## src/rtl/dsi_map.svh

```systemverilog
// dsi_map.svh - error codes, fixed arguments and timing counts of the status indicator
`ifndef DSI_MAP_SVH
`define DSI_MAP_SVH

// error codes
`define DSI_CODE_NONE 5'h00
`define DSI_CODE_BREAK 5'h04
`define DSI_CODE_REGCOM 5'h05
`define DSI_CODE_SYSTEM 5'h06
`define DSI_CODE_CYCLE 5'h07
`define DSI_CODE_PROGRAM 5'h09
`define DSI_CODE_CONFIG 5'h0A
`define DSI_CODE_FORMAT 5'h0E
`define DSI_CODE_COUNT 5'h0F
`define DSI_CODE_LENGTH 5'h10

// fixed arguments
`define DSI_ARG_INIT 8'h00
`define DSI_ARG_INTERNAL 8'h01
`define DSI_ARG_SWITCH 8'h02
`define DSI_ARG_ZERO 8'h00
`define DSI_ARG_CHECKSUM 8'h00
`define DSI_ARG_LIBRARY 8'h01

// flash timing in ns and derived cycles at 40 MHz
`define DSI_CLK_NS 25
`define DSI_ON_NS 250000000
`define DSI_OFF_NS 250000000
`define DSI_GAP_NS 1000000000
`define DSI_ON_CYC (`DSI_ON_NS / `DSI_CLK_NS)
`define DSI_OFF_CYC (`DSI_OFF_NS / `DSI_CLK_NS)
`define DSI_GAP_CYC (`DSI_GAP_NS / `DSI_CLK_NS)

`endif

```

## src/rtl/dsi_pkg.sv

```systemverilog
// dsi_pkg.sv - types of the status indicator
package dsi_pkg;
  // fieldbus link states
  typedef enum logic [3:0] {
    DSI_FB_SEARCH = 4'h1,
    DSI_FB_WAIT = 4'h2,
    DSI_FB_EXCHANGE = 4'h4,
    DSI_FB_ERROR = 4'h8
  } dsi_fb_t;
  // flash sequencer states
  typedef enum logic [4:0] {
    DSI_SQ_IDLE = 5'h01,
    DSI_SQ_ON = 5'h02,
    DSI_SQ_OFF = 5'h04,
    DSI_SQ_GAP = 5'h08,
    DSI_SQ_PHASE = 5'h10
  } dsi_sq_t;
endpackage

```

## src/rtl/dsi_blinker.sv

```systemverilog
// dsi_blinker.sv - flash counter that shows a count as a train of pulses
`timescale 1ns/100ps
`default_nettype none
`include "dsi_map.svh"
module dsi_blinker
  import dsi_pkg::*;
#(
  parameter int CNT_W = 8,
  parameter int TIME_W = 32,
  parameter logic [TIME_W-1:0] ON_CYC = TIME_W'(`DSI_ON_CYC),
  parameter logic [TIME_W-1:0] OFF_CYC = TIME_W'(`DSI_OFF_CYC),
  parameter logic [TIME_W-1:0] GAP_CYC = TIME_W'(`DSI_GAP_CYC)
)
(
  // clock and reset
  input wire logic clock_i,
  input wire logic rst_i,
  // pulse counts, shown code first then argument
  input wire logic enable_i,
  input wire logic [CNT_W-1:0] first_i,
  input wire logic [CNT_W-1:0] second_i,
  // lamp
  output logic lamp_o
);
  import dsi_pkg::*;

  initial
  begin
    if (CNT_W < 1 || TIME_W < 2 || ON_CYC == '0 || OFF_CYC == '0 || GAP_CYC == '0)
    begin
      $error("dsi_blinker: bad parameters");
    end
  end

  dsi_sq_t st_ff, nxt_st;
  logic [TIME_W-1:0] tmr_ff, nxt_tmr;
  logic [CNT_W:0] left_ff, nxt_left;
  logic second_ff, nxt_second;
  logic lamp_ff, nxt_lamp;

  // ========================================
  // sequencer: gap, pulses of first, gap, pulses of second+1
  always_comb
  begin
    nxt_st = st_ff;
    nxt_tmr = tmr_ff;
    nxt_left = left_ff;
    nxt_second = second_ff;
    nxt_lamp = 1'b0;
    case (st_ff)
      DSI_SQ_IDLE:
      begin
        if (enable_i)
        begin
          nxt_st = DSI_SQ_GAP;
          nxt_tmr = GAP_CYC;
          nxt_second = 1'b0;
        end
      end
      DSI_SQ_GAP:
      begin
        if (!enable_i)
        begin
          nxt_st = DSI_SQ_IDLE;
        end
        else if (tmr_ff <= TIME_W'(1))
        begin
          nxt_st = DSI_SQ_PHASE;
        end
        else
        begin
          nxt_tmr = tmr_ff - TIME_W'(1);
        end
      end
      DSI_SQ_PHASE:
      begin
        // argument shown as n+1 pulses so that zero stays visible
        nxt_left = second_ff ? ({1'b0, second_i} + (CNT_W+1)'(1)) : {1'b0, first_i};
        nxt_st = DSI_SQ_ON;
        nxt_tmr = ON_CYC;
        nxt_lamp = 1'b1;
        if (nxt_left == '0)
        begin
          nxt_st = DSI_SQ_GAP;
          nxt_tmr = GAP_CYC;
          nxt_second = ~second_ff;
          nxt_lamp = 1'b0;
        end
      end
      DSI_SQ_ON:
      begin
        nxt_lamp = 1'b1;
        if (tmr_ff <= TIME_W'(1))
        begin
          nxt_st = DSI_SQ_OFF;
          nxt_tmr = OFF_CYC;
          nxt_left = left_ff - (CNT_W+1)'(1);
          nxt_lamp = 1'b0;
        end
        else
        begin
          nxt_tmr = tmr_ff - TIME_W'(1);
        end
      end
      DSI_SQ_OFF:
      begin
        if (tmr_ff > TIME_W'(1))
        begin
          nxt_tmr = tmr_ff - TIME_W'(1);
        end
        else if (left_ff != '0)
        begin
          nxt_st = DSI_SQ_ON;
          nxt_tmr = ON_CYC;
          nxt_lamp = 1'b1;
        end
        else
        begin
          nxt_st = DSI_SQ_GAP;
          nxt_tmr = GAP_CYC;
          nxt_second = ~second_ff;
        end
      end
      default:
      begin
        nxt_st = DSI_SQ_IDLE;
      end
    endcase
  end

  always_ff @(posedge clock_i)
  begin
    if (rst_i)
    begin
      st_ff <= DSI_SQ_IDLE;
      tmr_ff <= '0;
      left_ff <= '0;
      second_ff <= 1'b0;
      lamp_ff <= 1'b0;
    end
    else
    begin
      st_ff <= nxt_st;
      tmr_ff <= nxt_tmr;
      left_ff <= nxt_left;
      second_ff <= nxt_second;
      lamp_ff <= nxt_lamp;
    end
  end

  assign lamp_o = lamp_ff;
endmodule
`default_nettype wire

```

## src/rtl/dsi_top.sv

```systemverilog
// dsi_top.sv - diagnostic status indicator of the fieldbus slave controller
// How it works
// - code 4 arg 0: break after controller
// - further break: argument is last reachable terminal
// - code 5: register traffic failed, terminal argument
// - code 6 args 0,1,2: init, data, switch
// - code 7 arg 0 on overrun, held
// - code 9: arg 0 checksum, 1 library
// - code 10: terminal differs from boot configuration
// - code 14: terminal format invalid, position argument
// - code 15: terminal count mismatch
// - code 16: terminal data length mismatch
// - baud search: all three fieldbus lamps off
// - awaiting parameters: run and fault lit
// - data exchange: only run lit
// - fieldbus error: run on, diagnostic flashes
// - controller lamp follows program running
// - terminal error lamp off or flashing code
`timescale 1ns/100ps
`default_nettype none
`include "dsi_map.svh"
module dsi_top
  import dsi_pkg::*;
#(
  parameter int POS_W = 8,
  parameter int TIME_W = 32,
  parameter logic [TIME_W-1:0] ON_CYC = TIME_W'(`DSI_ON_CYC),
  parameter logic [TIME_W-1:0] OFF_CYC = TIME_W'(`DSI_OFF_CYC),
  parameter logic [TIME_W-1:0] GAP_CYC = TIME_W'(`DSI_GAP_CYC)
)
(
  // clock and reset
  input wire logic clock_i,
  input wire logic rst_i,
  // terminal bus fault events, one-cycle pulses
  input wire logic tb_break_i,
  input wire logic [POS_W-1:0] tb_last_pos_i,
  input wire logic tb_regcom_fail_i,
  input wire logic tb_config_diff_i,
  input wire logic tb_format_bad_i,
  input wire logic [POS_W-1:0] tb_pos_i,
  input wire logic tb_count_bad_i,
  input wire logic tb_length_bad_i,
  // controller fault events, one-cycle pulses
  input wire logic init_fail_i,
  input wire logic data_fault_i,
  input wire logic switch_changed_i,
  input wire logic cycle_overrun_i,
  input wire logic prog_checksum_i,
  input wire logic lib_fault_i,
  // fieldbus and program state, pin levels
  input wire logic baud_found_i,
  input wire logic data_exchange_i,
  input wire logic fb_error_i,
  input wire logic [4:0] fb_err_code_i,
  input wire logic [POS_W-1:0] fb_err_arg_i,
  input wire logic prog_running_i,
  // latched error, terminal bus or controller
  output logic err_valid_o,
  output logic [4:0] err_code_o,
  output logic [POS_W-1:0] err_arg_o,
  // lamps
  output logic run_indicator_o,
  output logic bus_fault_indicator_o,
  output logic diagnostic_indicator_o,
  output logic controller_indicator_o,
  output logic tb_error_indicator_o
);
  import dsi_pkg::*;

  initial
  begin
    if (POS_W < 5 || POS_W > 16)
    begin
      $error("dsi_top: POS_W out of range");
    end
  end

  // ========================================
  // pin synchronisers
  localparam int SW = POS_W + 9;
  logic [SW-1:0] s1_ff, s2_ff;
  logic [POS_W+4:0] w3_ff;

  always_ff @(posedge clock_i)
  begin
    if (rst_i)
    begin
      s1_ff <= '0;
      s2_ff <= '0;
      w3_ff <= '0;
    end
    else
    begin
      s1_ff <= {baud_found_i, data_exchange_i, fb_error_i, prog_running_i, fb_err_code_i, fb_err_arg_i};
      s2_ff <= s1_ff;
      w3_ff <= s2_ff[POS_W+4:0];
    end
  end

  logic baud_s, xchg_s, fberr_s, run_s, word_ok;
  assign baud_s = s2_ff[SW-1];
  assign xchg_s = s2_ff[SW-2];
  assign fberr_s = s2_ff[SW-3];
  assign run_s = s2_ff[SW-4];
  assign word_ok = (s2_ff[POS_W+4:0] == w3_ff);

  // ========================================
  // error latch, first fault wins until reset
  logic valid_ff, nxt_valid;
  logic [4:0] code_ff, nxt_code;
  logic [POS_W-1:0] arg_ff, nxt_arg;

  function automatic logic [POS_W-1:0] dsi_arg(input logic [7:0] v);
    dsi_arg = POS_W'(v);
  endfunction

  always_comb
  begin
    nxt_valid = valid_ff;
    nxt_code = code_ff;
    nxt_arg = arg_ff;
    if (!valid_ff)
    begin
      nxt_valid = 1'b1;
      if (init_fail_i | data_fault_i | switch_changed_i)
      begin
        nxt_code = `DSI_CODE_SYSTEM;
        nxt_arg = init_fail_i ? dsi_arg(`DSI_ARG_INIT) :
          (data_fault_i ? dsi_arg(`DSI_ARG_INTERNAL) : dsi_arg(`DSI_ARG_SWITCH));
      end
      else if (prog_checksum_i)
      begin
        nxt_code = `DSI_CODE_PROGRAM;
        nxt_arg = dsi_arg(`DSI_ARG_CHECKSUM);
      end
      else if (lib_fault_i)
      begin
        nxt_code = `DSI_CODE_PROGRAM;
        nxt_arg = dsi_arg(`DSI_ARG_LIBRARY);
      end
      else if (tb_break_i)
      begin
        // last position 0 means the controller itself
        nxt_code = `DSI_CODE_BREAK;
        nxt_arg = tb_last_pos_i;
      end
      else if (tb_regcom_fail_i | tb_config_diff_i | tb_format_bad_i | tb_count_bad_i | tb_length_bad_i)
      begin
        nxt_arg = tb_pos_i;
        nxt_code = tb_regcom_fail_i ? `DSI_CODE_REGCOM :
          tb_config_diff_i ? `DSI_CODE_CONFIG :
          tb_format_bad_i ? `DSI_CODE_FORMAT :
          tb_count_bad_i ? `DSI_CODE_COUNT :
          `DSI_CODE_LENGTH;
      end
      else if (cycle_overrun_i)
      begin
        nxt_code = `DSI_CODE_CYCLE;
        nxt_arg = dsi_arg(`DSI_ARG_ZERO);
      end
      else
      begin
        nxt_valid = 1'b0;
      end
    end
  end

  always_ff @(posedge clock_i)
  begin
    if (rst_i)
    begin
      valid_ff <= 1'b0;
      code_ff <= `DSI_CODE_NONE;
      arg_ff <= '0;
    end
    else
    begin
      valid_ff <= nxt_valid;
      code_ff <= nxt_code;
      arg_ff <= nxt_arg;
    end
  end

  // ========================================
  // fieldbus state
  dsi_fb_t fb_ff, nxt_fb;
  logic [4:0] fbc_ff, nxt_fbc;
  logic [POS_W-1:0] fba_ff, nxt_fba;

  always_comb
  begin
    nxt_fbc = fbc_ff;
    nxt_fba = fba_ff;
    if (!baud_s)
    begin
      nxt_fb = DSI_FB_SEARCH;
    end
    else if (fberr_s)
    begin
      nxt_fb = DSI_FB_ERROR;
      // a word still settling is not taken
      if (word_ok)
      begin
        nxt_fbc = s2_ff[POS_W+4:POS_W];
        nxt_fba = s2_ff[POS_W-1:0];
      end
    end
    else if (xchg_s)
    begin
      nxt_fb = DSI_FB_EXCHANGE;
    end
    else
    begin
      nxt_fb = DSI_FB_WAIT;
    end
  end

  always_ff @(posedge clock_i)
  begin
    if (rst_i)
    begin
      fb_ff <= DSI_FB_SEARCH;
      fbc_ff <= '0;
      fba_ff <= '0;
    end
    else
    begin
      fb_ff <= nxt_fb;
      fbc_ff <= nxt_fbc;
      fba_ff <= nxt_fba;
    end
  end

  // ========================================
  // flash trains
  logic dia_lamp, tb_lamp;

  dsi_blinker #(
    .CNT_W(POS_W),
    .TIME_W(TIME_W),
    .ON_CYC(ON_CYC),
    .OFF_CYC(OFF_CYC),
    .GAP_CYC(GAP_CYC)
  ) u_dia_blink (
    .clock_i(clock_i),
    .rst_i(rst_i),
    .enable_i(fb_ff == DSI_FB_ERROR),
    .first_i(POS_W'(fbc_ff)),
    .second_i(fba_ff),
    .lamp_o(dia_lamp)
  );

  dsi_blinker #(
    .CNT_W(POS_W),
    .TIME_W(TIME_W),
    .ON_CYC(ON_CYC),
    .OFF_CYC(OFF_CYC),
    .GAP_CYC(GAP_CYC)
  ) u_tb_blink (
    .clock_i(clock_i),
    .rst_i(rst_i),
    .enable_i(valid_ff),
    .first_i(POS_W'(code_ff)),
    .second_i(arg_ff),
    .lamp_o(tb_lamp)
  );

  // ========================================
  // lamp outputs
  logic run_ff, nxt_run, bf_ff, nxt_bf, dia_ff, nxt_dia, plc_ff, nxt_plc, tbl_ff, nxt_tbl;

  always_comb
  begin
    nxt_run = 1'b0;
    nxt_bf = 1'b0;
    nxt_dia = 1'b0;
    case (fb_ff)
      DSI_FB_SEARCH:
      begin
        nxt_run = 1'b0;
      end
      DSI_FB_WAIT:
      begin
        nxt_run = 1'b1;
        nxt_bf = 1'b1;
      end
      DSI_FB_EXCHANGE:
      begin
        nxt_run = 1'b1;
      end
      DSI_FB_ERROR:
      begin
        nxt_run = 1'b1;
        nxt_dia = dia_lamp;
      end
      default:
      begin
        nxt_run = 1'b0;
      end
    endcase
    nxt_plc = run_s;
    nxt_tbl = valid_ff & tb_lamp;
  end

  always_ff @(posedge clock_i)
  begin
    if (rst_i)
    begin
      run_ff <= 1'b0;
      bf_ff <= 1'b0;
      dia_ff <= 1'b0;
      plc_ff <= 1'b0;
      tbl_ff <= 1'b0;
    end
    else
    begin
      run_ff <= nxt_run;
      bf_ff <= nxt_bf;
      dia_ff <= nxt_dia;
      plc_ff <= nxt_plc;
      tbl_ff <= nxt_tbl;
    end
  end

  assign err_valid_o = valid_ff;
  assign err_code_o = code_ff;
  assign err_arg_o = arg_ff;
  assign run_indicator_o = run_ff;
  assign bus_fault_indicator_o = bf_ff;
  assign diagnostic_indicator_o = dia_ff;
  assign controller_indicator_o = plc_ff;
  assign tb_error_indicator_o = tbl_ff;
endmodule
`default_nettype wire

```

## config.mk

```make
export PLATFORM = sky130hd
export DESIGN_NAME = dsi_top
export DESIGN_NICKNAME = d
export VERILOG_FILES = /design/src/rtl/dsi_pkg.sv /design/src/rtl/dsi_blinker.sv /design/src/rtl/dsi_top.sv
export VERILOG_INCLUDE_DIRS = /design/src /design/src/rtl
export SDC_FILE = /design/constraint.sdc
export NUM_CORES = 1
export LEC_CHECK = 0
export BUFFER_PORTS_ARGS = -buffer_cell sky130_fd_sc_hd__buf_2
export CORE_MARGIN = 2
export CORE_UTILIZATION = 30
export CTS_BUF_LIST = sky130_fd_sc_hd__clkbuf_8
export CTS_CLUSTER_DIAMETER = 200
export DETAILED_ROUTE_END_ITERATION = 12
export SETUP_SLACK_MARGIN = 0.5
export SYNTH_ARGS = -nofsm -noshare
export SYNTH_HDL_FRONTEND = slang
export SYNTH_SLANG_ARGS = --single-unit
```

## constraint.sdc

```tcl
create_clock -name clock_i -period 3.55 [get_ports clock_i]
set_input_delay 0.8875 -clock clock_i [delete_from_list [all_inputs] [get_ports clock_i]]
set_output_delay 0.8875 -clock clock_i [all_outputs]
set_load 0.01 [all_outputs]
```

# After elaboration in Yosys (flattened, before gate mapping)
# Cells that the tools add are included.
dict set report word_totals {
  out_inout_bits 19
  input_bits 47
  regBits 179
  word_cells 189
}
dict set report classes {
  n_addsub 6
  magnitude_cmp 4
  n_reduce_logical 25
  mux 87
  bitwise 12
  eq_ne 30
}
# operator n
set op_table {}
lappend op_table {{32-bit two-way mux} 10}
lappend op_table {{32-bit case mux with 5 select lines} 2}
lappend op_table {{26-bit two-way mux} 4}
lappend op_table {{5-bit two-way mux} 20}
lappend op_table {{32-bit by 1-bit > comparator with 1-bit output, second input constant} 2}
lappend op_table {{32-bit by 1-bit less-or-equal comparator with 1-bit output, second input constant} 2}
lappend op_table {{32-bit by 1-bit subtractor with 32-bit output, second input constant} 2}
lappend op_table {{5-bit case mux with 5 select lines} 2}
lappend op_table {{8-bit two-way mux} 6}
lappend op_table {{9-bit two-way mux} 4}
lappend op_table {{9-bit case mux with 2 select lines} 2}
lappend op_table {{1-bit two-way mux} 25}
lappend op_table {{4-bit two-way mux} 5}
lappend op_table {{8-bit by 1-bit adder with 9-bit output, second input constant} 2}
lappend op_table {{9-bit logical NOT} 2}
lappend op_table {{9-bit nonzero test} 2}
lappend op_table {{9-bit by 1-bit subtractor with 9-bit output, second input constant} 2}
lappend op_table {{2-bit inequality test, second input constant} 8}
lappend op_table {{4-bit AND reduction} 4}
lappend op_table {{13-bit equality test} 1}
lappend op_table {{2-bit by 1-bit inequality test with 1-bit output, second input constant} 6}
lappend op_table {{1-bit case mux with 3 select lines} 4}
lappend op_table {{5-bit by 1-bit equality test with 1-bit output, second input constant} 2}
lappend op_table {{5-bit by 2-bit equality test with 1-bit output, second input constant} 2}
lappend op_table {{other kinds (22)} 43}

# Logic depth before layout (Yosys ltp)
# Gate-level depths: netlist of the first run.
dict set report depth {
  ltp_word 10
  mapped_depth 11
  mapped_depth_nobuf 9
}

# Hierarchy
# A second synthesis of the first run with hierarchy kept.
dict set report hier_totals {
  hier_cells 1066
  area_unflattened_um2 9208.8
}
# mod instances cells_each seq_area_each_um2 area_each_um2
set modules_own_cells {}
lappend modules_own_cells {{dsi_blinker at u_dia_blink} 1 405 960.9 3239.4}
lappend modules_own_cells {{dsi_blinker at u_tb_blink} 1 392 960.9 3071.7}
lappend modules_own_cells {dsi_top 1 269 1661.6 2897.8}

# Least setup slack after synthesis of the first run
# Ideal clock, no wire load.
dict set report synth_timing {
  path_kind {reg-to-reg}
  startpoint {register u_tb_blink.tmr_ff[2]}
  endpoint {register u_tb_blink.tmr_ff[17]}
  path_stages_with_launch 8
  t_required_ps 3473
  setup_time_ps 77
  synth_period_minus_slack_ps 2656
  t_arrival_ps 2579
  path_slack_ps 894
  path_buffers 2
  cell_sequence {dfxtp_1 -> or4_1 -> buf_2 -> or4b_1 -> buf_2 -> or3_1 -> or4_1 -> a41oi_2}
}
dict set report synth_via {
  elab_chain_len 4
  word_cells_on_any_way 10
  classes_between {add/sub (1); order compare (2); eq/ne (1); mux (5); reduce/logical (1)}
}
# item line
set synth_rtl {}
lappend synth_rtl {{start, declared} dsi_blinker.sv:36} ;# logic [TIME_W-1:0] tmr_ff, nxt_tmr;
lappend synth_rtl {{start signal, assigned} dsi_blinker.sv:144} ;# tmr_ff <= nxt_tmr;
lappend synth_rtl {{32-bit by 1-bit subtractor with 32-bit output} {dsi_blinker.sv:72, dsi_blinker.sv:102, dsi_blinker.sv:109}}
lappend synth_rtl {{32-bit two-way mux} dsi_blinker.sv:66} ;# else if (tmr_ff <= TIME_W'(1))
lappend synth_rtl {{32-bit two-way mux} dsi_blinker.sv:62} ;# if (!enable_i)
lappend synth_rtl {{32-bit case mux with 5 select lines} dsi_blinker.sv:50} ;# case (st_ff)
# Parallel ways exist; a longest one is shown, timed or not. The select of a mux whose other input is x is not followed.
# A chain may end at the register's enable or synchronous reset.

# Worst setup path in the final report of the first run
dict set report layout_timing {
  startpoint {register u_dia_blink.tmr_ff[18]}
  endpoint {register u_dia_blink.second_ff}
}
dict set report layout_via {
  elab_chain_len 3
}
# item line
set layout_rtl {}
lappend layout_rtl {{start, declared} dsi_blinker.sv:36}
lappend layout_rtl {{start signal, assigned} dsi_blinker.sv:144}
lappend layout_rtl {{32-bit by 1-bit > comparator with 1-bit output} dsi_blinker.sv:107} ;# if (tmr_ff > TIME_W'(1))
lappend layout_rtl {{2-bit inequality test (no line)} n/a}
lappend layout_rtl {{5-bit AND reduction (no line)} n/a}
lappend layout_rtl {{end signal, assigned} dsi_blinker.sv:146} ;# second_ff <= nxt_second;
lappend layout_rtl {{end, declared} dsi_blinker.sv:38} ;# logic second_ff, nxt_second;
# No other way between the ends.

==> results of run 1 <==
[state kept, by name, summed over array words and instances (netlist names), 4 cells and up]
register and flops:
u_dia_blink.tmr_ff 32, u_tb_blink.tmr_ff 32, s1_ff 17, s2_ff 17, w3_ff 13, u_dia_blink.left_ff 9, u_tb_blink.left_ff 9, err_arg_o 8
fba_ff 8, err_code_o 5, fbc_ff 5, u_dia_blink.st_ff 5, u_tb_blink.st_ff 5, fb_ff 4
[power breakdown]
group          switching [µW]  internal [µW]  leakage, µW
combinational             249            170      0.00206
clock                     873            542     0.000205
sequential               44.3           2060      0.00146
total                    1170           2770      0.00372
[worst min path at each step]
stage	slack, ns	end	startpoint	depth (start not counted)
floorplan	0.39	fb_ff[1]	s2_ff[15]	1
global placement	0.40	fb_ff[1]	s2_ff[15]	1
detailed placement	0.42	fb_ff[1]	s2_ff[15]	1
CTS	0.43	fb_ff[1]	s2_ff[15]	1
global route	0.45	fb_ff[1]	s2_ff[15]	1
finish	0.43	fb_ff[1]	s2_ff[15]	1
[stage by stage]
step | utilization (%) | hold slack, ns | worst slack (ns)
2_1_floorplan | - | 0.392 | 0.894
3_3_place_gp | 33.3 | 0.403 | 0.659
3_5_place_dp | 33.3 | 0.415 | 0.620
4_1_cts | 34.8 | 0.433 | 0.631
5_1_grt | 34.9 | 0.447 | 0.532
6_report | 34.9 | 0.431 | 0.685
[what timing repair did]
| item | CTS | global route |
|---|---|---|
| hold endpoints to repair | 0 | 0 |
| gates resized for setup | 0 | 7 |
| endpoints found under the setup margin | 0 | 17 |
[routing by layer]
| layer | part of all wire (%) | up-vias |
|---|---|---|
| met5 | 0 | - |
| met4 | 1.8 | 0 |
| met3 | 2.9 | 35 |
| met2 | 45 | 129 |
| met1 | 50 | 3553 |
| li1 | - | 3923 |
[cells in the final DEF, fill, tap and decap left out, drive strengths merged, types with 7 or more instances in the layout]
cell    synthesis  routed
a211oi          7       7
a21oi          58      58
a22oi          16      16
a31oi          20      20
and3            8       8
buf            10      96
clkbuf         39      17
clkinv          0       8
dfxtp         179     179
ha              8       8
inv            19      25
mux2i          19      19
nand2          83      83
nand2b          9       9
nand3          34      34
nand4          22      22
nor2          148     148
nor2b          53      53
nor3           53      53
nor3b           8       8
nor4           29      29
o21a            7       7
o21ai          58      58
or3            18      18
or4            17      17
xnor2          31      31
xor2           27      27
[area by class of cell]
type                            count  area share (%)
Clock buffer                       17            2.36
Clock inverter                     15            1.87
Inverter                           19           0.719
Multi-Input combinational cell    811            48.3
Sequential cell                   179            36.1
Tap cell                          384            4.84
Timing Repair Buffer               96            5.77
[critical path: stages, from the launching register on]
cell and delay, ns:
dfxtp_1 0.37, nor4_1 0.63, and4b_1 0.32, and4_2 0.33
a21oi_1 0.11, or3_1 0.53, or3_1 0.37, a21oi_1 0.14
[cells by family (layout without fill, tap and decap cells)]
logic type / Yosys count / count (layout) / share of synthesized area [%]
adder cells (fa/ha/maj): 8 / 8 / 1.16
AO/OA/AOI/OAI: 205 / 205 / 14.8
buffers and inverters: 68 / 147 / 3.15
flip-flops: 179 / 179 / 41.6
XOR/XNOR: 58 / 58 / 5.90
AND/OR/NAND/NOR: 521 / 521 / 31.2
multiplexers: 19 / 19 / 2.21
==> out/results.ini, run 1 <==
[outcome]
status=complete, no violations

[setup_path]
rr_startpoint=u_dia_blink.tmr_ff[18]
criticalPathCategory=register to register
cp-startpoint=u_dia_blink.tmr_ff[18]
endpoint_kind=register
timing.rr.end=u_dia_blink.second_ff
r2r_slack_ns=0.69
r2r_cells=7
worstPathArrival_ns=3.29
cp-endpoint=u_dia_blink.second_ff
worstPathRequired_ns=3.97
critPathMaxFanout=8
startpoint_type=register

[timing]
clock-skew-final_ns=0.0178
slew_headroom_pct=44.4
post-route-period-util_pct=80.7
fin_crit_ns=2.86
final_hold_viol_count=0
tightestPinTransition_ns=0.833
setup_tns_ns=0
final_max_slew_viol_count=0
rsz0062_at_grt=no
fmax_ghz=0.349
setup-violations-final=0

[clock_tree]
clk_pin_slew_worst_paths_ns=0.11
cts_setup_buffers=0
cts_sinks=179
cts_buffer_depth=2
cts_tree=yes
cts_buffers=17
clk_latency_ns=0.48
h-tree-depth=4
cts-root-buf=clkbuf_8
postCtsHoldBufs=0

[logic_synthesis]
synth_top_cell_by_area=dfxtp_1
ys_top_cells_by_area=dfxtp_1, nor2_1, nor2b_1
synth_common_cells=dfxtp_1, nor2_1, nand2_1, a21oi_1, nor2b_1
synth.avg_cell_area_um2=8.14
yosysWarningCount=0
syn_area_um2=8620
synth_nets=1113
yosysTopAreaCellShare_pct=41.6
synth_ff_type=dfxtp_1
synthCells=1058
async_flop_share_pct=0
synth-edff-count=0
synthMostInstantiatedCell=dfxtp_1
ys_seq_area_share_pct=41.6
ys_ff_latch=179
synth_cell_type_count=64

[job]
cap_violations=0

[cells_and_area]
drive_above_1_share_pct=13.2
fin_cells=1521
nFillCells=2984
regArea_um2=3580
diodes=0
layout.cell_area.non_filler_um2=9920
multi_input_area_um2=4800
nets=1179
areaGrowthSynthToFinish_pct=15.2

[global_routing]
grt_start_max_net_pins=78
grt_use_total_pct=13.6
met1_usage_pct=18.5
grt_pass1_wl_mm=34.6
grt_pass1_vias=7171
met3_usage_pct=2.57
antenna_found_initial=0
busiest_layer=met2
grt_remaining_overflow=0
grt_use_met2_pct=21.9

[hold_path]
hold_class=register to register

[floorplan]
fp.dieH_um=173
die_x_um=173
io_pins=66
core_um2=28500
rows=62
dieArea_um2=30100
start_util_pct=30.3

[place]
post_dp_cell_area_um2=9480
portBuffers=65
gp_congestion=0.847
dp_cells=1489
dpl.hpwl_mm=14.2

[routing]
num_vias=7640
drt_first_pass_iters=5
first_iter_violations=486
routedWlPerCell_um=13.3
drc=0
wl_mm=20.2
postRouteAntennaNets=0
via_per_inst=5.02

[power_and_ir_drop]
ir_worst_vdd_mv=0.254
finalPower_uw=3940
p_leak_uw=0.00372
power_density_nw_per_um2=397

No activity file was read; power rests on OpenSTA's default activity.
==> run 2, diff against run 1 <==
- ABC_AREA: unset -> 1
- clock period: 3.55 -> 2.5 ns (I/O delays scaled with it)
==> out/results.ini, run 2 <==
[setup_path]
worstPathArrival_ns=2.34  ; was 3.29 ns
endpoint_kind=register  ; unchanged
critPathMaxFanout=13  ; was 8
crit_family=simple AND/OR/NAND/NOR gates  ; unchanged
worstPathRequired_ns=2.87  ; was 3.97 ns
criticalPathCategory=register to register  ; unchanged
startpoint_type=register  ; unchanged
cp_slowest_cell=dfxtp_2  ; was nor4_1
path_buf_inv=3  ; was 0
cp_slowest_stage_delay_ns=0.36  ; was 0.63 ns
path_cells=inv_4, ha_4, nand3_4, nor2_4, nand2_1, nand2_1, nand2_2, inv_2, nand2_2, nand2_2, nor2_4, clkbuf_16, nand3_1, nand2_1, nor2_1  ; was nor4_1, and4b_1, and4_2, a21oi_1, or3_1, or3_1, a21oi_1

[clock_tree]
cts_tree=yes  ; unchanged
clk_latency_ns=0.48  ; about the same
clk_pin_slew_worst_paths_ns=0.11  ; about the same
cts_buffers=17  ; unchanged
cts_sinks=179  ; unchanged
postCtsHoldBufs=0  ; unchanged
h-tree-depth=4  ; unchanged
cts-root-buf=clkbuf_8  ; unchanged
cts_buffer_depth=2  ; unchanged

[routing]
wl_mm=24.8  ; was 20.2 mm
drc=0  ; unchanged
via_per_inst=4.73  ; was 5.02
routedWlPerCell_um=12.4  ; was 13.3 µm
postRouteAntennaNets=0  ; unchanged
drt_first_pass_iters=5  ; unchanged
first_iter_violations=574  ; was 486
num_vias=9446  ; was 7640

[cells_and_area]
multi_input_area_um2=5460  ; was 4800 µm²
reg_top3=u_dia_blink.tmr_ff: 32 flops, u_tb_blink.tmr_ff: 32 flops  ; unchanged
nets=1636  ; was 1179
layout_common_cells=nand2_1, nor2_1, inv_1  ; was dfxtp_1, nor2_1, nand2_1
layout_commonest_cell=nand2_1  ; was dfxtp_1
post-route-util_pct=37.3  ; was 34.9%
drive_above_1_share_pct=20.1  ; was 13.2%
diodes=0  ; unchanged
nFillCells=3325  ; was 2984
areaGrowthSynthToFinish_pct=23.0  ; was 15.2%
regArea_um2=3640  ; was 3580 µm²

[timing]
fin_crit_ns=1.97  ; was 2.86 ns
post-route-period-util_pct=78.9  ; was 80.7%
rsz0062_at_grt=yes  ; was no
final_hold_viol_count=0  ; unchanged
setup-violations-final=0  ; unchanged
setup_tns_ns=0  ; unchanged
slew_headroom_pct=67.7  ; was 44.4%
final_max_slew_viol_count=0  ; unchanged
clock-skew-final_ns=0.0189  ; was 0.0178 ns
tightestPinTransition_ns=0.484  ; was 0.833 ns
fmax_ghz=0.507  ; was 0.349 GHz
final.setup.worst_slack_ns=0.527  ; was 0.685 ns

[place]
pre_cts_slack_ns=0.171  ; was 0.620 ns
gp_congestion=0.892  ; was 0.847
portBuffers=65  ; unchanged
dpl.hpwl_mm=17.4  ; was 14.2 mm

[global_routing]
grt_remaining_overflow=0  ; unchanged
grt_use_total_pct=14.5  ; was 13.6%
grt_start_max_net_pins=104  ; was 78
grt_pass1_wl_mm=39.8  ; was 34.6 mm
antenna_found_initial=0  ; unchanged
grt_pass1_vias=8653  ; was 7171

[logic_synthesis]
yosysTopAreaCellShare_pct=37.6  ; was 41.6%
ys_seq_area_share_pct=37.6  ; was 41.6%
synthMostInstantiatedCell=nand2_1  ; was dfxtp_1
synth.avg_cell_area_um2=6.45  ; was 8.14 µm²
syn_area_um2=9530  ; was 8620 µm²
synth-edff-count=0  ; unchanged
synth_ff_type=dfxtp_1  ; unchanged
synth_cell_type_count=48  ; was 64
synth_common_cells=nand2_1, nor2_1, inv_1, dfxtp_1, nand3_1  ; was dfxtp_1, nor2_1, nand2_1, a21oi_1, nor2b_1
synth_top_cell_by_area=dfxtp_1  ; unchanged
ys_top_cells_by_area=dfxtp_1, nand2_1, nor2_1  ; was dfxtp_1, nor2_1, nor2b_1
ys_ff_latch=179  ; unchanged
synth_nets=1533  ; was 1113
synthCells=1478  ; was 1058
yosysWarningCount=0  ; unchanged
async_flop_share_pct=0  ; unchanged

[floorplan]
dieArea_um2=33200  ; was 30100 µm²
core_um2=31400  ; was 28500 µm²
fp.dieH_um=182  ; was 173 µm
io_pins=66  ; unchanged
die_x_um=182  ; was 173 µm
start_util_pct=30.4  ; was 30.3%
rows=65  ; was 62

[power_and_ir_drop]
finalPower_uw=10400  ; was 3940 µW
p_leak_uw=0.00539  ; was 0.00372 µW
power_density_nw_per_um2=885  ; was 397 nW/µm²
ir_worst_vdd_mv=0.410  ; was 0.254 mV

[job]
cap_violations=0  ; unchanged

[hold_path]
hold_class=primary input to register  ; was register to register

[outcome]
status=complete, no violations  ; unchanged

run 2: cell types whose count changed after synthesis, moves of 39 or more:
cell | previous run | this run
a21oi_1 | 58 | 97
inv_1 | 19 | 204
nand2_1 | 83 | 318
nand3_1 | 34 | 111
nor2_1 | 148 | 272
nor2b_1 | 53 | 0
run 2: worst paths after layout:
check / end / from / slack (ns) / depth (start not counted)
max reg2reg: u_tb_blink.tmr_ff[2] / u_tb_blink.tmr_ff[0] / 0.53 / 15
max: u_tb_blink.tmr_ff[2] / u_tb_blink.tmr_ff[0] / 0.53 / 15
min reg2reg: s2_ff[2] / s1_ff[2] / 0.41 / 2
min: s1_ff[1] / fb_err_arg_i[1] / 0.34 / 3
run 2: cell families after synthesis:
group                      synth area share [%]
buffers and inverters                      10.5
xor gates and xnor gates                   3.77
DFF                                        37.6
AOI/OAI and AO/OA                          12.3
adders and majority gates                  1.05
and+or+nand+nor                            34.7
run 2: worst reg2reg max path, cell delays in order (launching register included):
cell	delay, ns
dfxtp_2	0.36
inv_4	0.05
ha_4	0.16
nand3_4	0.08
nor2_4	0.06
nand2_1	0.07
nand2_1	0.06
nand2_2	0.12
inv_2	0.06
nand2_2	0.07
nand2_2	0.06
nor2_4	0.30
clkbuf_16	0.24
nand3_1	0.07
nand2_1	0.07
nor2_1	0.04
run 2: per-stage QoR:
step                      hold WS [ns]  std cells  area, µm²
after CTS                        0.299       1965      11000
final                            0.337       1996      11700
after global routing             0.313       1996      11700
after detailed placement         0.392       1923      10300
after floorplan                  0.379       1478       9530
after global placement           0.386       1923      10300
run 2: timing repair:
| action | 4_1_cts | 5_1_grt |
|---|---|---|
| resized for setup | 37 | 161 |
| cloned | 0 | 3 |
| endpoints found under the setup margin | 82 | 91 |
| pin swaps | 6 | 38 |
| buffers inserted | 10 | 28 |
run 2: metal layers:
layer	track usage, %	routed length, µm
met1	19.2	12000
met2	23.9	11300
met3	2.45	1080
met4	4.58	485
met5	0	0
run 2: area by class of cell:
class / instances / share of cell area (%)
Clock inverter: 15 / 1.62
Tap cell: 402 / 4.29
Clock buffer: 17 / 2.00
Timing Repair Buffer: 125 / 7.69
Inverter: 208 / 6.75
Sequential cell: 179 / 31.0
Multi-Input combinational cell: 1050 / 46.6
run 2: power by group:
part	switching, µW	internal (µW)
Clock	1230	850
Sequential	262	3100
Combinational	3060	1880
==> run 3, diff against run 2 <==
- clock period: 2.5 -> 1.75 ns (I/O delays scaled with it)
==> out/results.ini, run 3 (synthesis results as in run 2) <==
[cells_and_area]
multi_input_area_um2=6470  ; was 5460 µm²
layout.cell_area.non_filler_um2=15100  ; was 11700 µm²
areaGrowthSynthToFinish_pct=58.9  ; was 23.0%
diodes=0  ; unchanged
nFillCells=2925  ; was 3325
drive_above_1_share_pct=45.1  ; was 20.1%
layout_commonest_cell=buf_4  ; was nand2_1
nets=1886  ; was 1636
layout_common_cells=buf_4, nand2_1, nor2_1  ; was nand2_1, nor2_1, inv_1
regArea_um2=3710  ; was 3640 µm²
reg_top3=u_dia_blink.tmr_ff: 32 flops, u_tb_blink.tmr_ff: 32 flops  ; unchanged

[global_routing]
grt_pass1_vias=10400  ; was 8653
grt_remaining_overflow=0  ; unchanged
grt_use_total_pct=17.6  ; was 14.5%
grt_start_max_net_pins=104  ; unchanged
antenna_found_initial=0  ; unchanged
grt_pass1_wl_mm=48.2  ; was 39.8 mm

[floorplan]
io_pins=66  ; unchanged
start_util_pct=30.4  ; unchanged
rows=65  ; unchanged
fp.dieH_um=182  ; unchanged
die_x_um=182  ; unchanged
core_um2=31400  ; unchanged
dieArea_um2=33200  ; unchanged

[routing]
num_vias=10700  ; was 9446
wl_mm=29.9  ; was 24.8 mm
via_per_inst=4.76  ; was 4.73
drc=0  ; unchanged
first_iter_violations=511  ; was 574
routedWlPerCell_um=13.3  ; was 12.4 µm
drt_first_pass_iters=5  ; unchanged
postRouteAntennaNets=0  ; unchanged

[timing]
rsz0062_at_grt=yes  ; unchanged
holdWs_ns=0.139  ; was 0.337 ns
post-route-period-util_pct=108  ; was 78.9%
final_hold_viol_count=0  ; unchanged
fmax_ghz=0.527  ; was 0.507 GHz
final_max_slew_viol_count=0  ; unchanged
clock-skew-final_ns=0.0178  ; was 0.0189 ns
setup-violations-final=74  ; was 0
tightestPinTransition_ns=0.556  ; was 0.484 ns
slew_headroom_pct=62.9  ; was 67.7%
fin_crit_ns=1.90  ; was 1.97 ns
final.setup.worst_slack_ns=-0.148  ; was 0.527 ns

[setup_path]
startpoint_type=register  ; unchanged
r2r_slack_ns=-0.15  ; was 0.53 ns
worstPathArrival_ns=2.32  ; was 2.34 ns
cp-startpoint=err_arg_o[1]  ; was u_tb_blink.tmr_ff[0]
endpoint_kind=register  ; unchanged
cp-endpoint=u_tb_blink.tmr_ff[17]  ; was u_tb_blink.tmr_ff[2]
cp_slowest_cell=dfxtp_4  ; was dfxtp_2
r2r_cells=13  ; was 15
cp_slowest_stage_delay_ns=0.37  ; was 0.36 ns
path_cells=ha_4, inv_2, nand2_2, o21ai_2, nand2_1, nor2_1, nand2_1, nor2_2, nand4_1, nand3_2, buf_6, nor2_1, nor2_1  ; was inv_4, ha_4, nand3_4, nor2_4, nand2_1, nand2_1, nand2_2, inv_2, nand2_2, nand2_2, nor2_4, clkbuf_16, nand3_1, nand2_1, nor2_1
critPathMaxFanout=5  ; was 13
worstPathRequired_ns=2.17  ; was 2.87 ns
criticalPathCategory=register to register  ; unchanged
timing.rr.end=u_tb_blink.tmr_ff[17]  ; was u_tb_blink.tmr_ff[2]
cpMostUsedCell=nor2_1
rr_startpoint=err_arg_o[1]  ; was u_tb_blink.tmr_ff[0]

[clock_tree]
clk_pin_slew_worst_paths_ns=0.11  ; about the same
postCtsHoldBufs=0  ; unchanged
cts_tree=yes  ; unchanged
cts-root-buf=clkbuf_8  ; unchanged
clk_latency_ns=0.49  ; was 0.48 ns
cts_sinks=179  ; unchanged
h-tree-depth=4  ; unchanged
cts_buffer_depth=2  ; unchanged
cts_buffers=17  ; unchanged

[hold_path]
hold_class=primary input to register  ; unchanged

[place]
dpl.hpwl_mm=19.2  ; was 17.4 mm
post_dp_cell_area_um2=12200  ; was 10300 µm²
gp_congestion=0.912  ; was 0.892
portBuffers=65  ; unchanged

[power_and_ir_drop]
finalPower_uw=19300  ; was 10400 µW
p_leak_uw=0.00711  ; was 0.00539 µW
ir_worst_vdd_mv=0.717  ; was 0.410 mV
power_density_nw_per_um2=1270  ; was 885 nW/µm²

[outcome]
violations=setup timing
status=complete, but fails checks  ; was complete, no violations

[job]
cap_violations=0  ; unchanged

-- run 3: stage by stage --
step           setup slack (ns)  cells  util (%)  setup TNS [ns]
2_1_floorplan             0.120   1478         -               0
3_3_place_gp            -0.0840   2121      39.0           -2.14
3_5_place_dp             -0.132   2121      39.0           -5.27
4_1_cts                 -0.0883   2216      45.7           -2.31
5_1_grt                  -0.263   2246      48.2          -14.05
6_report                 -0.148   2246      48.2           -5.00
-- run 3: area by class of cell --
class / instances / share of cell area, %
timing repair buffer: 374 / 21.3
clock inverter: 14 / 1.22
multi-input combinational: 1051 / 42.7
inverter: 208 / 5.32
tap: 402 / 3.32
sequential: 179 / 24.5
clock buffer: 18 / 1.64
-- run 3: routing by layer --
metal / global-route usage [%] / share of wire (%) / vias up
met5: 0 / 0 / -
met4: 7.23 / 3.2 / 0
met3: 3.01 / 4.2 / 85
met2: 30.6 / 48 / 255
met1: 21.4 / 44 / 4939
li1: - / - / 5418
-- run 3: worst min-delay path by stage --
| stage | end | depth (start not counted) | start | slack, ns |
|---|---|---|---|---|
| 2_1_floorplan | fb_ff[0] | 1 | s2_ff[16] | 0.38 |
| 5_1_grt | s1_ff[2] | 3 | fb_err_arg_i[2] | 0.12 |
| 6_report | s1_ff[4] | 3 | fb_err_arg_i[4] | 0.14 |
| 3_3_place_gp | controller_indicator_o | 2 | s2_ff[13] | 0.39 |
| 4_1_cts | s1_ff[4] | 3 | fb_err_arg_i[4] | 0.12 |
| 3_5_place_dp | s2_ff[1] | 2 | s1_ff[1] | 0.39 |
-- run 3: timing repair --
action | 4_1_cts | 5_1_grt
resized for setup | 329 | 158
endpoints found under the hold margin | 0 | 0
endpoints found under the setup margin | 130 | 138
pin swaps | 83 | 80
gates cloned | 6 | 3
setup buffers | 57 | 27
-- run 3: power breakdown --
part	total (µW)	internal, µW	leakage [µW]	switching, µW
clock	3060	1260	0.000217	1800
sequential	4740	4420	0.00149	319
combinational	11500	5460	0.00541	6020
-- run 3: critical path: cells and delay by family, from the launching register on --
kind | cells | cell delay (ns)
DFF | 1 | 0.37
adders and majority gates | 1 | 0.23
buffers and inverters | 2 | 0.18
and+or+nand+nor | 9 | 1.01
AOI/OAI and AO/OA | 1 | 0.06
